## src/hw/aab_consts.vh

```
// Purpose: Shared constants for the execution datapath (operations, flag positions, cycle counts)
// Assumes: Included by bare name from every design file of the block
// Notes:   Definitions only, guarded against double inclusion
`ifndef AAB_CONSTS_VH
`define AAB_CONSTS_VH

// Operation codes from the decoder (6 bits)
`define AAB_OP_NOP        6'h00
`define AAB_OP_ADD        6'h01
`define AAB_OP_ADC        6'h02
`define AAB_OP_SUB        6'h03
`define AAB_OP_SUBTRACT_WITH_BORROW 6'h04
`define AAB_OP_SUBTRACT_IMMEDIATE 6'h05
`define AAB_OP_SUBTRACT_IMMEDIATE_WITH_BORROW 6'h06
`define AAB_OP_AND        6'h07
`define AAB_OP_OR         6'h08
`define AAB_OP_XOR        6'h09
`define AAB_OP_CLEAR_BITS_BY_MASK 6'h0A
`define AAB_OP_SET_BITS_BY_MASK 6'h0B
`define AAB_OP_ZERO_OR_MINUS_TEST 6'h0C
`define AAB_OP_ONES_COMPLEMENT 6'h0D
`define AAB_OP_TWOS_COMPLEMENT 6'h0E
`define AAB_OP_COMPARE_IMMEDIATE 6'h0F
`define AAB_OP_WORD_ADD_IMMEDIATE 6'h10
`define AAB_OP_WORD_SUBTRACT_IMMEDIATE 6'h11
`define AAB_OP_INDIRECT_JUMP 6'h12
`define AAB_OP_INDIRECT_CALL 6'h13
`define AAB_OP_RET        6'h14
`define AAB_OP_INTERRUPT_RETURN 6'h15
`define AAB_OP_COMPARE_SKIP_EQUAL 6'h16
`define AAB_OP_SKRB       6'h17
`define AAB_OP_SKPB       6'h18
`define AAB_OP_BRANCH_STATUS_BIT_SET 6'h19
`define AAB_OP_BRBC       6'h1A

// Status flag bit positions
`define AAB_FLAG_C        3'd0
`define AAB_FLAG_Z        3'd1
`define AAB_FLAG_N        3'd2
`define AAB_FLAG_V        3'd3
`define AAB_FLAG_S        3'd4
`define AAB_FLAG_H        3'd5
`define AAB_FLAG_T        3'd6
`define AAB_FLAG_I        3'd7

// Reset values
`define AAB_FLAGS_RST     8'h00
`define AAB_PC_RST        16'h0000

// Cycle counts
`define AAB_CYC_WORD      3'd2
`define AAB_CYC_INDIRECT_JUMP 3'd2
`define AAB_CYC_INDIRECT_CALL 3'd3
`define AAB_CYC_RET       3'd4
`define AAB_CYC_BR_TAKEN  3'd2

`endif

```

## src/hw/aab_sync2.v

```verilog
// Purpose: Two-flop synchroniser for one level from outside the clock domain
// Assumes: Single clock, active-low asynchronous reset
// Notes:   First flop feeds only the second flop
`include "aab_consts.vh"
module aab_sync2
(
    // Clock and reset
    input  wire i_clk,
    input  wire i_rst_b,
    // Level in and out
    input  wire i_lvl,
    output wire o_lvl
);
    reg meta_ff;   // First stage, read by second only
    reg sync_ff;   // Safe stage

    // Two stages, constant under reset
    always @(posedge i_clk or negedge i_rst_b)
    begin
        if (!i_rst_b)
        begin
            meta_ff <= 1'b0;
            sync_ff <= 1'b0;
        end
        else
        begin
            meta_ff <= i_lvl;
            sync_ff <= meta_ff;
        end
    end

    assign o_lvl = sync_ff;
endmodule // aab_sync2

```

## src/hw/aab_addsub8.v

```verilog
// Purpose: 8-bit adder/subtractor with carry, half-carry and overflow
// Assumes: Pure combinational, used by the main datapath
// Notes:   Subtract returns borrow in carry out
`include "aab_consts.vh"
module aab_addsub8
(
    // Operands
    input  wire [7:0] i_a,
    input  wire [7:0] i_b,
    input  wire       i_cin,
    input  wire       i_sub,
    // Results
    output wire [7:0] o_res,
    output wire       o_c,
    output wire       o_h,
    output wire       o_v
);
    wire [7:0] b_eff;   // Inverted for subtract
    wire [8:0] sum;     // Full sum with carry
    wire [4:0] low;     // Low nibble sum for half carry
    wire       cin_eff; // Carry in, inverted for borrow

    assign b_eff   = i_sub ? ~i_b : i_b;
    assign cin_eff = i_sub ? ~i_cin : i_cin;
    assign sum     = {1'b0, i_a} + {1'b0, b_eff} + {8'h00, cin_eff};
    assign low     = {1'b0, i_a[3:0]} + {1'b0, b_eff[3:0]} + {4'h0, cin_eff};
    assign o_res   = sum[7:0];
    // Borrow is the inverse of carry when subtracting
    assign o_c     = i_sub ? ~sum[8] : sum[8];
    assign o_h     = i_sub ? ~low[4] : low[4];
    assign o_v     = (i_a[7] == b_eff[7]) && (sum[7] != i_a[7]);
endmodule // aab_addsub8

```

## src/hw/aab_core.v

```verilog
// Purpose: Execution datapath: ALU, status flags and program-counter control
// Assumes: Decoder gives one op pulse per instruction with operands; register file writes back
// Notes:   Multi-cycle ops hold o_busy; decoder issues nothing while busy
`include "aab_consts.vh"

// Functional notes
// - Add, add-with-carry: one cycle, ZCNVH
// - Word add immediate: two cycles, ZCNVS
// - Subtract, with borrow: one cycle, ZCNVH
// - Subtract immediate, with borrow: one cycle
// - Word subtract immediate: two cycles, ZCNVS
// - AND, OR, XOR: ZNV, carry kept
// - Clear-mask ANDs complement; set-mask ORs
// - Zero-or-minus test: AND self, ZNV
// - Indirect jump: PC from pointer, two cycles
// - Indirect call: pointer target, three cycles
// - Compare-skip-equal skips next on match
// - Compare immediate: flags only, no store
// - Skip on register bit clear/set
// - Skip on port bit clear/set
// - Branch on status bit: taken two cycles
// - Signed branches use N xor V
// - Unsigned branches use carry flag
// - Half-carry branches test H
// - Transfer-bit branches test T
// - Interrupt-state branches test I
// - Overflow-clear branch taken when V zero
module aab_core
(
    // Clock and reset
    input  wire        i_clk,
    input  wire        i_rst_b,
    // Decoder request
    input  wire        i_op_valid,
    input  wire [5:0]  i_op,
    input  wire [7:0]  i_rd,
    input  wire [7:0]  i_rr,
    input  wire [7:0]  i_rd_hi,
    input  wire [7:0]  i_imm,
    input  wire [2:0]  i_bit_sel,
    input  wire [11:0] i_offset,
    input  wire        i_next_is_two_word,
    input  wire [15:0] i_pointer,
    input  wire [15:0] i_stack_pc,
    input  wire        i_port_bit,
    // Register file write-back
    output reg         o_wr_en,
    output reg         o_wr_pair,
    output reg  [7:0]  o_wr_lo,
    output reg  [7:0]  o_wr_hi,
    // Stack and status
    output wire        o_push_pc,
    output wire [15:0] o_ret_addr,
    output wire        o_busy,
    output wire [7:0]  o_flags,
    output wire [15:0] o_pc
);
    // One-hot states
    localparam [3:0] ST_IDLE = 4'b0001; // Ready for a new op
    localparam [3:0] ST_WAIT = 4'b0010; // Burning extra cycles
    localparam [3:0] ST_WORD = 4'b0100; // Second half of word op
    localparam [3:0] ST_SKIP = 4'b1000; // Skipping next instruction

    reg  [3:0]  state_ff;       // Control state
    reg  [3:0]  nxt_state;
    reg  [7:0]  flags_ff;       // Status flags register
    reg  [7:0]  nxt_flags;
    reg  [15:0] pc_ff;          // Program counter
    reg  [15:0] nxt_pc;
    reg  [2:0]  cnt_ff;         // Remaining wait cycles
    reg  [2:0]  nxt_cnt;
    reg  [7:0]  hi_ff;          // Word op: high byte held
    reg  [7:0]  nxt_hi;
    reg         wsub_ff;        // Word op: subtract
    reg         nxt_wsub;
    reg         wcarry_ff;      // Word op: low-byte carry
    reg         nxt_wcarry;
    reg  [7:0]  wlo_ff;         // Word op: low result
    reg  [7:0]  nxt_wlo;
    reg         push_ff;        // Call pushes return address
    reg         nxt_push;
    reg  [15:0] ret_ff;         // Return address to push
    reg  [15:0] nxt_ret;

    wire        port_bit_s;     // Port bit after synchroniser
    // Adder inputs and outputs
    reg  [7:0]  add_a;
    reg  [7:0]  add_b;
    reg         add_cin;
    reg         add_sub;
    wire [7:0]  add_res;
    wire        add_c;
    wire        add_h;
    wire        add_v;

    // Port bit comes from an I/O pin domain
    aab_sync2 u_port_sync
    (
        .i_clk   (i_clk),
        .i_rst_b (i_rst_b),
        .i_lvl   (i_port_bit),
        .o_lvl   (port_bit_s)
    );

    aab_addsub8 u_alu
    (
        .i_a   (add_a),
        .i_b   (add_b),
        .i_cin (add_cin),
        .i_sub (add_sub),
        .o_res (add_res),
        .o_c   (add_c),
        .o_h   (add_h),
        .o_v   (add_v)
    );

    wire is_op   = i_op_valid && (state_ff == ST_IDLE);
    wire [15:0] pc_inc  = pc_ff + 16'h0001;
    wire [15:0] pc_rel  = pc_inc + {{4{i_offset[11]}}, i_offset};
    // Skip distance: one word or two for a long next instruction
    wire [15:0] pc_skip = pc_ff + (i_next_is_two_word ? 16'h0003 : 16'h0002);
    wire        sel_bit = flags_ff[i_bit_sel];
    // Second half of word op: high byte with low carry
    wire [8:0]  hi_sum  = wsub_ff ? ({1'b0, hi_ff} - {8'h00, wcarry_ff})
                                  : ({1'b0, hi_ff} + {8'h00, wcarry_ff});
    wire [7:0]  hi_res  = hi_sum[7:0];
    wire        hi_c    = hi_sum[8];

    // Adder operand select
    always @*
    begin
        add_a   = i_rd;
        add_b   = i_rr;
        add_cin = 1'b0;
        add_sub = 1'b0;
        case (i_op)
            `AAB_OP_ADC:  add_cin = flags_ff[`AAB_FLAG_C];
            `AAB_OP_SUB:  add_sub = 1'b1;
            `AAB_OP_SUBTRACT_WITH_BORROW:
            begin
                add_sub = 1'b1;
                add_cin = flags_ff[`AAB_FLAG_C];
            end
            `AAB_OP_SUBTRACT_IMMEDIATE, `AAB_OP_COMPARE_IMMEDIATE:
            begin
                add_sub = 1'b1;
                add_b   = i_imm;
            end
            `AAB_OP_SUBTRACT_IMMEDIATE_WITH_BORROW:
            begin
                add_sub = 1'b1;
                add_b   = i_imm;
                add_cin = flags_ff[`AAB_FLAG_C];
            end
            `AAB_OP_ONES_COMPLEMENT:
            begin
                add_sub = 1'b1;
                add_a   = 8'hFF;
                add_b   = i_rd;
            end
            `AAB_OP_TWOS_COMPLEMENT:
            begin
                add_sub = 1'b1;
                add_a   = 8'h00;
                add_b   = i_rd;
            end
            `AAB_OP_WORD_ADD_IMMEDIATE: add_b = i_imm;
            `AAB_OP_WORD_SUBTRACT_IMMEDIATE:
            begin
                add_sub = 1'b1;
                add_b   = i_imm;
            end
            default:      add_sub = 1'b0;
        endcase
    end

    // Main next-state logic
    always @*
    begin : nxt_logic
        reg [7:0] lres;   // Logic result
        reg       cond;   // Branch or skip condition
        lres       = 8'h00;
        cond       = 1'b0;
        nxt_state  = state_ff;
        nxt_flags  = flags_ff;
        nxt_pc     = pc_ff;
        nxt_cnt    = cnt_ff;
        nxt_hi     = hi_ff;
        nxt_wsub   = wsub_ff;
        nxt_wcarry = wcarry_ff;
        nxt_wlo    = wlo_ff;
        nxt_push   = 1'b0;
        nxt_ret    = ret_ff;
        o_wr_en    = 1'b0;
        o_wr_pair  = 1'b0;
        o_wr_lo    = 8'h00;
        o_wr_hi    = 8'h00;
        case (state_ff)
            ST_IDLE:
            begin
                if (is_op)
                begin
                    nxt_pc = pc_inc;
                    case (i_op)
                        `AAB_OP_ADD, `AAB_OP_ADC, `AAB_OP_SUB, `AAB_OP_SUBTRACT_WITH_BORROW,
                        `AAB_OP_SUBTRACT_IMMEDIATE, `AAB_OP_SUBTRACT_IMMEDIATE_WITH_BORROW, `AAB_OP_TWOS_COMPLEMENT,
                        `AAB_OP_COMPARE_IMMEDIATE:
                        begin
                            // Arithmetic: ZCNVH in one cycle
                            nxt_flags[`AAB_FLAG_Z] = (add_res == 8'h00);
                            nxt_flags[`AAB_FLAG_C] = add_c;
                            nxt_flags[`AAB_FLAG_N] = add_res[7];
                            nxt_flags[`AAB_FLAG_V] = add_v;
                            nxt_flags[`AAB_FLAG_H] = add_h;
                            o_wr_en = (i_op != `AAB_OP_COMPARE_IMMEDIATE);
                            o_wr_lo = add_res;
                        end
                        `AAB_OP_ONES_COMPLEMENT:
                        begin
                            // Carry always set; H untouched
                            nxt_flags[`AAB_FLAG_Z] = (add_res == 8'h00);
                            nxt_flags[`AAB_FLAG_C] = 1'b1;
                            nxt_flags[`AAB_FLAG_N] = add_res[7];
                            nxt_flags[`AAB_FLAG_V] = 1'b0;
                            o_wr_en = 1'b1;
                            o_wr_lo = add_res;
                        end
                        `AAB_OP_AND, `AAB_OP_OR, `AAB_OP_XOR, `AAB_OP_CLEAR_BITS_BY_MASK,
                        `AAB_OP_SET_BITS_BY_MASK, `AAB_OP_ZERO_OR_MINUS_TEST:
                        begin
                            case (i_op)
                                `AAB_OP_AND: lres = i_rd & i_rr;
                                `AAB_OP_OR:  lres = i_rd | i_rr;
                                `AAB_OP_XOR: lres = i_rd ^ i_rr;
                                `AAB_OP_CLEAR_BITS_BY_MASK: lres = i_rd & ~i_imm;
                                `AAB_OP_SET_BITS_BY_MASK: lres = i_rd | i_imm;
                                default:     lres = i_rd & i_rd;
                            endcase
                            // Carry left alone; V cleared by logic ops
                            nxt_flags[`AAB_FLAG_Z] = (lres == 8'h00);
                            nxt_flags[`AAB_FLAG_N] = lres[7];
                            nxt_flags[`AAB_FLAG_V] = 1'b0;
                            o_wr_en = 1'b1;
                            o_wr_lo = lres;
                        end
                        `AAB_OP_WORD_ADD_IMMEDIATE, `AAB_OP_WORD_SUBTRACT_IMMEDIATE:
                        begin
                            // Low byte now, high byte next cycle
                            nxt_wlo    = add_res;
                            nxt_wcarry = add_c;
                            nxt_wsub   = (i_op == `AAB_OP_WORD_SUBTRACT_IMMEDIATE);
                            nxt_hi     = i_rd_hi;
                            nxt_state  = ST_WORD;
                        end
                        `AAB_OP_INDIRECT_JUMP:
                        begin
                            nxt_pc    = i_pointer;
                            nxt_cnt   = `AAB_CYC_INDIRECT_JUMP - 3'd1;
                            nxt_state = ST_WAIT;
                        end
                        `AAB_OP_INDIRECT_CALL:
                        begin
                            nxt_pc    = i_pointer;
                            nxt_ret   = pc_inc;
                            nxt_push  = 1'b1;
                            nxt_cnt   = `AAB_CYC_INDIRECT_CALL - 3'd1;
                            nxt_state = ST_WAIT;
                        end
                        `AAB_OP_RET, `AAB_OP_INTERRUPT_RETURN:
                        begin
                            nxt_pc    = i_stack_pc;
                            nxt_cnt   = `AAB_CYC_RET - 3'd1;
                            nxt_state = ST_WAIT;
                            if (i_op == `AAB_OP_INTERRUPT_RETURN)
                                nxt_flags[`AAB_FLAG_I] = 1'b1;
                        end
                        `AAB_OP_COMPARE_SKIP_EQUAL, `AAB_OP_SKRB, `AAB_OP_SKPB:
                        begin
                            // i_bit_sel[0]-free polarity: imm[0] picks set variant
                            if (i_op == `AAB_OP_COMPARE_SKIP_EQUAL)
                                cond = (i_rd == i_rr);
                            else if (i_op == `AAB_OP_SKRB)
                                cond = (i_rr[i_bit_sel] == i_imm[0]);
                            else
                                cond = (port_bit_s == i_imm[0]);
                            if (cond)
                            begin
                                nxt_pc    = pc_skip;
                                nxt_cnt   = i_next_is_two_word ? 3'd2 : 3'd1;
                                nxt_state = ST_SKIP;
                            end
                        end
                        `AAB_OP_BRANCH_STATUS_BIT_SET, `AAB_OP_BRBC:
                        begin
                            // Named branches map onto a status bit and polarity:
                            // signed uses S (N xor V), unsigned uses C, V-clear tests V=0
                            cond = (i_op == `AAB_OP_BRANCH_STATUS_BIT_SET) ? sel_bit : ~sel_bit;
                            if (cond)
                            begin
                                nxt_pc    = pc_rel;
                                nxt_cnt   = `AAB_CYC_BR_TAKEN - 3'd1;
                                nxt_state = ST_WAIT;
                            end
                        end
                        default: nxt_pc = pc_inc;
                    endcase
                    // Signed flag follows N xor V for every flag-writing op
                    nxt_flags[`AAB_FLAG_S] = nxt_flags[`AAB_FLAG_N] ^ nxt_flags[`AAB_FLAG_V];
                end
            end
            ST_WORD:
            begin
                // High byte done: write pair, set ZCNVS
                o_wr_en   = 1'b1;
                o_wr_pair = 1'b1;
                o_wr_lo   = wlo_ff;
                o_wr_hi   = hi_res;
                nxt_flags[`AAB_FLAG_Z] = ({hi_res, wlo_ff} == 16'h0000);
                nxt_flags[`AAB_FLAG_C] = hi_c;
                nxt_flags[`AAB_FLAG_N] = hi_res[7];
                nxt_flags[`AAB_FLAG_V] = wsub_ff ? (hi_ff[7] & ~hi_res[7]) : (~hi_ff[7] & hi_res[7]);
                nxt_flags[`AAB_FLAG_S] = hi_res[7] ^ nxt_flags[`AAB_FLAG_V];
                nxt_state = ST_IDLE;
            end
            ST_WAIT, ST_SKIP:
            begin
                // Extra cycles of a multi-cycle op
                nxt_cnt = cnt_ff - 3'd1;
                if (cnt_ff == 3'd1)
                    nxt_state = ST_IDLE;
            end
            default: nxt_state = ST_IDLE;
        endcase
    end

    // State registers
    always @(posedge i_clk or negedge i_rst_b)
    begin
        if (!i_rst_b)
        begin
            state_ff  <= ST_IDLE;
            flags_ff  <= `AAB_FLAGS_RST;
            pc_ff     <= `AAB_PC_RST;
            cnt_ff    <= 3'd0;
            hi_ff     <= 8'h00;
            wsub_ff   <= 1'b0;
            wcarry_ff <= 1'b0;
            wlo_ff    <= 8'h00;
            push_ff   <= 1'b0;
            ret_ff    <= 16'h0000;
        end
        else
        begin
            state_ff  <= nxt_state;
            flags_ff  <= nxt_flags;
            pc_ff     <= nxt_pc;
            cnt_ff    <= nxt_cnt;
            hi_ff     <= nxt_hi;
            wsub_ff   <= nxt_wsub;
            wcarry_ff <= nxt_wcarry;
            wlo_ff    <= nxt_wlo;
            push_ff   <= nxt_push;
            ret_ff    <= nxt_ret;
        end
    end

    assign o_push_pc  = push_ff;
    assign o_ret_addr = ret_ff;
    assign o_busy     = (state_ff != ST_IDLE);
    assign o_flags    = flags_ff;
    assign o_pc       = pc_ff;
endmodule // aab_core

```

## config.mk

```make
export PLATFORM = sky130hd
export DESIGN_NAME = aab_core
export DESIGN_NICKNAME = d
export VERILOG_FILES = /design/src/hw/aab_sync2.v /design/src/hw/aab_addsub8.v /design/src/hw/aab_core.v
export VERILOG_INCLUDE_DIRS = /design/src /design/src/hw
export SDC_FILE = /design/constraint.sdc
export NUM_CORES = 1
export LEC_CHECK = 0
export BUFFER_PORTS_ARGS = -buffer_cell sky130_fd_sc_hd__buf_2
export CAP_MARGIN = 5
export CORE_MARGIN = 8
export CORE_UTILIZATION = 50
export CTS_BUF_LIST = sky130_fd_sc_hd__clkbuf_8
export DETAILED_ROUTE_END_ITERATION = 16
export MAX_ROUTING_LAYER = met4
export PLACE_DENSITY = 0.79
export SLEW_MARGIN = 20
export SYNTH_ARGS = -nofsm -noshare
export SYNTH_HDL_FRONTEND = slang
export SYNTH_SLANG_ARGS = --single-unit
```

## constraint.sdc

```tcl
create_clock -name i_clk -period 8.3 [get_ports i_clk]
set_input_delay 0 -clock i_clk [delete_from_list [all_inputs] [get_ports i_clk]]
set_output_delay 0 -clock i_clk [all_outputs]
set_load 0.01 [all_outputs]
```

==> results of run 1 <==
==> metal layers <==
| layer | vias to the layer above | routed length (um) |
|---|---|---|
| met2 | 365 | 11000 |
| met3 | 53 | 2000 |
| li1 | 3494 | - |
| met4 | 0 | 717 |
| met1 | 3478 | 9740 |
| met5 | - | 0 |
==> power breakdown <==
part / internal, W / leakage, nW / switching, W / total, W
sequential: 0.000398 / 0.843 / 0.0000947 / 0.000493
combinational: 0.000363 / 2.77 / 0.000481 / 0.000844
clock: 0.000140 / 0.0923 / 0.000151 / 0.000291
total: 0.000902 / 3.70 / 0.000727 / 0.00163
==> cells by family after synthesis <==
family,Yosys count,share of synthesized area [%]
buffers and inverters,95,5.48
flip-flops,67,24.6
adder cells (fa/ha/maj),40,7.73
AND/OR/NAND/NOR,297,20.5
AO/OA/AOI/OAI,286,27.9
other,1,0.0549
XOR/XNOR,73,9.36
multiplexers,25,4.42
==> worst min-delay path: stages <==
cell and delay [ns]:
buf_2 0.07, a22oi_1 0.06, o221ai_1 0.09, o21ai_0 0.08, o21ai_0 0.07
==> final timing paths <==
kind	slack, ns	end	from
max in group asynchronous	7.33	state_ff[2]	i_rst_b
min reg2reg	0.36	u_port_sync.o_lvl	u_port_sync.meta_ff
min in group asynchronous	0.37	o_ret_addr[4]	i_rst_b
min	0.03	o_pc[0]	i_stack_pc[0]
max reg2reg	4.42	o_pc[15]	o_pc[0]
max	4.25	o_wr_lo[6]	i_op[1]
==> cells in the final DEF, fill, tap and decap left out, types with 7 or more instances in the layout <==
cell type and count:
buf_2 148, nand2_1 116, o21ai_0 76, nor2_1 68, dfrtp_1 66, a21oi_1 58, inv_1 42, xnor2_1 38
xor2_1 35, ha_1 35, nand3_1 27, nor3_1 21, dlygate4sd3_1 20, a211oi_1 15, a21o_1 14, a221oi_1 14
o22ai_1 12, nor2b_1 11, mux2i_1 11, mux2_2 11, o21bai_1 10, a222oi_1 9, o21a_1 9, clkbuf_8 9
buf_4 9, nand4_1 8, a22oi_1 8, a22o_1 8, o31ai_1 8, nand2b_1 7, and2_1 7
==> sequential cells by signal (all words and copies together), names as in the netlist <==
name,flops
u_port_sync.o_lvl,1
o_ret_addr,16
wsub_ff,1
wlo_ff,8
wcarry_ff,1
o_push_pc,1
state_ff,4
cnt_ff,3
o_pc,16
hi_ff,8
o_flags,7
u_port_sync.meta_ff,1
==> area by class of cell <==
class	count	area (sq um)	share of cell area, %
repair buffers	177	1010	12.5
clock inverters	7	75.1	0.932
well taps	176	220	2.73
clock buffers	9	124	1.54
flip-flops and latches	67	1680	20.8
multi-input cells	722	4790	59.4
inverters	44	165	2.05
==> what timing repair did <==
item | in CTS | in global routing
hold buffers | 20 | 0
hold endpoints to repair | 80 | 0
buffers inserted | 0 | 0
==> through the flow <==
stage / power, W / hold slack, ns / cell area, sq um / cells
after global placement: 0.00130 / 0.108 / 7660 / 1166
after floorplan: 0.00107 / -0.296 / 6830 / 884
after global routing: 0.00175 / 0.0337 / 8060 / 1202
after CTS: 0.00163 / 0.0212 / 8060 / 1202
after detailed placement: 0.00132 / 0.109 / 7660 / 1166
final: 0.00163 / 0.0347 / 8060 / 1202
==> impl_metrics.csv, run 1 <==
group,metric,value,unit
outcome,outcome,"completed",
detailed_routing,num_vias,7390,
timing,tightest_slew,0.949,ns
logic_synthesis,synthTopCellsByArea,"dfrtp_1, ha_1, nand2_1",
clock_network,postCtsResizedCells,0,
floorplan,die_h,133,um
worst_hold_path,hold_class,"primary input to flop",
timing,min_period,4.05,ns
timing,slew_violations,0,
setup_path,critical_path.slowest_cell,"nand2b_1",
logic_synthesis,synth-warning-count,0,
setup_path,worst-path-buf-inv,4,
logic_synthesis,synthArstFlopShare,100,%
detailed_routing,route.detailed.drc,0,
setup_path,worst-path-stages,20,
timing,min_period_over_period,48.8,%
timing,finalSetupViolCount,0,
final_layout,drive_above_1_share,19.2,%
final_layout,diodes,0,
floorplan,initial_core_util,51.4,%
global_routing,top_usage_layer,"met2",
logic_synthesis,synthFlopType,"dfrtp_1",
logic_synthesis,synth_top_area_cell,"dfrtp_1",
setup_path,cpPeakStageDelay,0.48,ns
logic_synthesis,synth_area_per_cell,7.72,sq um
placement,hpwl,17600,um
detailed_routing,drt-total-wl,23400,um
placement,dp_slack,4.07,ns
clock_network,cts_made_buffers,9,
floorplan,placeableCoreArea,0.0133,sq mm
worst_hold_path,whs_path_depth,5,
floorplan,die_w,133,um
floorplan,die_area,0.0177,sq mm
setup_path,critPathMaxFanout,30,
timing,hold_viol_final,0,
global_routing,use_met3,6.59,%
job,cap_violations,0,
setup_path,crit_arrival,4.05,ns
final_layout,fill_cells,1261,
setup_path,start_kind,"primary input",
setup_path,crit_family,"compound AO/OA/AOI/OAI gates",
setup_path,worstPathCellList,"buf_2, nand2b_1, nand2_1, o21ai_0, a22oi_1, o32ai_1, nand2b_1, xor2_1, fa_1, inv_1, fa_1, inv_1, a21oi_1, o21bai_1, a21o_1, a21oi_1, xnor2_1, a22oi_1, o21ai_0, buf_2",
global_routing,grt_pass1_vias,7269,
timing,rsz0062_at_grt,"no",
final_layout,utilization,60.6,%
timing,max_clock_freq,247,MHz
global_routing,overflow,0,
setup_path,reg2reg_depth,14,
detailed_routing,ant_nets,0,
timing,worst_slack,4.25,ns
floorplan,ios,150,
setup_path,crit_required,8.30,ns
detailed_routing,dr.pass1.iters,6,
clock_network,root_buffer,"clkbuf_8",
timing,final.setup_skew,0.0129,ns
logic_synthesis,syn_nets,1013,
timing,slew-limit-headroom,36.5,%
pwr,p_leak,3.70,nW
setup_path,cp-end-kind,"primary output",
global_routing,grt.met1_usage,32.0,%
logic_synthesis,ys_ff_latch,67,
global_routing,antenna_found_initial,0,
detailed_routing,drt_iter0_drc,710,
global_routing,grt_max_degree,68,
logic_synthesis,synth_most_common_cell,"nand2_1",
pwr,power_density,202,mW/mm^2
logic_synthesis,synthCells,884,
global_routing,use_met2,42.9,%
logic_synthesis,synth-seq-area-share,24.6,%
clock_network,cts_tree,"yes",
global_routing,grtUsageTotal,27.0,%
logic_synthesis,ys_types,75,
timing,tns,0,ns
clock_network,clock_sinks,67,
logic_synthesis,synth_top_cell_area_share,24.2,%
logic_synthesis,yosys-top-cells-count,"nand2_1, o21ai_0, nor2_1, dfrtp_1, a21oi_1",
logic_synthesis,synth-edff-count,0,
final_layout,syn_to_final_growth,18.0,%
clock_network,insertion_delay,0.38,ns
clock_network,clk_pin_slew,0.09,ns
clock_network,clockBufferDepth,2,
floorplan,num_rows,42,
final_layout,nets,1150,
logic_synthesis,netlist_area,0.00683,sq mm
clock_network,htreeDepth,3,
detailed_routing,via_per_inst,6.15,
placement,gp_congestion,0.983,
pwr,ir_worst_vdd,0.124,mV
detailed_routing,routedWlPerCell,19.5,um
placement,numPortBuffers,148,
setup_path,crit_type,"primary input to primary output",
global_routing,grt_first_pass_wirelength,37400,um
No activity file was read; power rests on OpenSTA's default activity.
==> run 2: changes to the inputs <==
ABC_AREA = 1   (was not set)
clock period = 3.9 ns   (was 8.3 ns; I/O delays follow)
==> impl_metrics.csv, run 2 <==
group,metric,value,unit
floorplan,placeableCoreArea,0.0145,sq mm
floorplan,ios,150,
job,cap_violations,0,
floorplan,die_w,137,um
timing,final.setup_skew,0.0223,ns
clock_network,htreeDepth,3,
logic_synthesis,ys_types,52,
placement,hpwl,19900,um
setup_path,critPathMaxFanout,6,
global_routing,grt_max_degree,41,
global_routing,grt_pass1_vias,7912,
setup_path,crit_type,"flop to flop",
final_layout,final_cell_mix,"nand2_1, inv_1, buf_2",
clock_network,cts_made_buffers,9,
logic_synthesis,synthArstFlopShare,100,%
outcome,outcome,"completed",
timing,hold_viol_final,0,
placement,gp_congestion,1.00,
logic_synthesis,netlist_area,0.00738,sq mm
floorplan,initial_core_util,50.9,%
detailed_routing,drt-total-wl,25600,um
setup_path,crit_arrival,3.58,ns
final_layout,nets,1486,
floorplan,die_area,0.0189,sq mm
detailed_routing,routedWlPerCell,16.5,um
final_layout,drive_above_1_share,16.4,%
global_routing,antenna_found_initial,0,
detailed_routing,ant_nets,0,
global_routing,grt_first_pass_wirelength,40600,um
timing,slew_violations,0,
clock_network,cts_tree,"yes",
logic_synthesis,syn_nets,1326,
logic_synthesis,yosys-top-cells-count,"nand2_1, inv_1, nand3_1, nor2_1, o21ai_0",
logic_synthesis,ys_ff_latch,67,
global_routing,overflow,0,
floorplan,die_h,137,um
timing,worst_slack,0.571,ns
logic_synthesis,synth-edff-count,0,
final_layout,syn_to_final_growth,18.4,%
clock_network,clockBufferDepth,2,
logic_synthesis,synth_most_common_cell,"nand2_1",
logic_synthesis,synthSimpleGateAreaFrac,38.9,%
timing,slew-limit-headroom,36.1,%
timing,whs,0.0169,ns
pwr,intPower,0.00241,W
logic_synthesis,synth-seq-area-share,22.7,%
logic_synthesis,synth_top_family_by_area,"simple AND/OR/NAND/NOR gates",
logic_synthesis,synthCells,1197,
logic_synthesis,synthTopCellsByArea,"dfrtp_1, nand2_1, nand3_1",
logic_synthesis,synth_mux_area_share,0,%
timing,tns,0,ns
pwr,p_comb_share,60.6,%
placement,numPortBuffers,148,
worst_hold_path,hold_class,"primary input to flop",
timing,tightest_slew,0.959,ns
detailed_routing,num_vias,8546,
logic_synthesis,synthFlopType,"dfrtp_1",
setup_path,start_kind,"flop",
final_layout,final_common_cell,"nand2_1",
timing,max_clock_freq,300,MHz
logic_synthesis,synth_top_cell_area_share,22.4,%
clock_network,postCtsResizedCells,0,
timing,finalSetupViolCount,0,
timing,min_period,3.33,ns
placement,dp_slack,0.476,ns
detailed_routing,route.detailed.drc,0,
pwr,clockPowerShare,14.2,%
pwr,power_density,562,mW/mm^2
pwr,p_leak,4.73,nW
clock_network,root_buffer,"clkbuf_8",
clock_network,insertion_delay,0.37,ns
logic_synthesis,synth-warning-count,0,
placement,dp.cells,1507,
timing,rsz0062_at_grt,"no",
detailed_routing,via_per_inst,5.52,
clock_network,clk_pin_slew,0.08,ns
pwr,p_switching,0.00250,W
setup_path,crit_required,4.15,ns
pwr,netSwitchingFraction,50.9,%
logic_synthesis,synth_top_area_cell,"dfrtp_1",
final_layout,fin_cells,1547,
timing,min_period_over_period,85.4,%
logic_synthesis,synth_compound_area_share,14.4,%
pwr,ir_worst_vdd,0.252,mV
logic_synthesis,synth_area_per_cell,6.16,sq um
detailed_routing,drt_iter0_drc,1034,
clock_network,clock_sinks,67,
floorplan,num_rows,44,
detailed_routing,dr.pass1.iters,6,
pwr,pwr-share-seq,25.2,%
logic_synthesis,synth-xor-area-share,6.65,%
logic_synthesis,synthAdderAreaFrac,7.02,%
global_routing,grtUsageTotal,27.8,%
setup_path,cp-end-kind,"flop",
[run 2: cell count changes after synthesis, sizes merged, moves of 9 or more]
cell / change
mux2: -11
a211oi: -15
clkbuf: -26
nand3: +94
nor2: +30
nand4: +17
mux2i: -11
a222oi: -9
nand2: +278
nor2b: -11
a21o: -11
nor3: -14
inv: +117
xnor2: -20
[run 2: cell families after synthesis]
kind of cell    Yosys count
simple gates            659
flops                    67
fa+ha+maj                39
buf+inv                 192
xor+xnor                 56
compound gates          183
other cells               1
[run 2: routing by layer]
metal	up-vias	part of all wire (%)	GRT usage, %
met3	41	11	5.07
met4	0	1.9	7.97
li1	4221	-	-
met1	3843	46	40.2
met2	441	41	38.4
met5	-	0	-
[run 2: layout make-up]
type                       instances  area [sq um]
fill                            1460          5750
multi-input combinational        938          4940
sequential                        67          1680
timing repair buffer             181          1050
inverter                         160           601
tap                              184           230
clock buffer                      10           138
clock inverter                     6          95.1
antenna                            1          2.50
[run 2: worst paths after layout]
path | slack (ns) | from | to | cells after the start
setup / recovery | 0.57 | o_pc[0] | o_pc[15] | 18
hold / removal | 0.02 | i_stack_pc[14] | o_pc[14] | 5
setup reg to reg | 0.57 | o_pc[0] | o_pc[15] | 18
hold reg to reg | 0.40 | u_port_sync.meta_ff | u_port_sync.o_lvl | 0
max in group asynchronous | 2.64 | i_rst_b | o_ret_addr[14] | 3
min in group asynchronous | 0.33 | i_rst_b | hi_ff[3] | 2
[run 2: critical path, cell delays in order, from the launching register on]
cell and delay (ns):
dfrtp_1 0.47, ha_1 0.20, inv_1 0.06, nor2_2 0.15, nand2_1 0.13, nor2_1 0.18
xor2_1 0.41, inv_1 0.13, ha_1 0.37, a21oi_1 0.21, o21ai_0 0.14, a21oi_1 0.24
nand2_1 0.09, nand2_1 0.08, nand4_1 0.08, nand3_1 0.12, nand3_1 0.08, nand2_1 0.06
nand2_1 0.05
[run 2: what timing repair did]
item | CTS | global route
endpoints found under the hold margin | 54 | 0
setup buffers | 0 | 0
hold buffers | 23 | 0
[run 2: power groups by stage]
stage	Clock [W]	Combinational [W]	Sequential, W
4_1_cts	0.000695	0.00292	0.00123
5_1_grt	0.000728	0.00333	0.00127
2_1_floorplan	0	0.00204	0.00121
6_report	0.000695	0.00297	0.00124
3_3_place_gp	0	0.00283	0.00123
3_5_place_dp	0	0.00288	0.00123
[run 2: through the flow]
step                      instance area, sq um  util [%]  power (W)
final                                     8730      60.3    0.00490
after global routing                      8730      60.3    0.00532
after CTS                                 8730      60.3    0.00484
after detailed placement                  8270      57.1    0.00411
after global placement                    8270      57.1    0.00405
after floorplan                           7380         -    0.00325
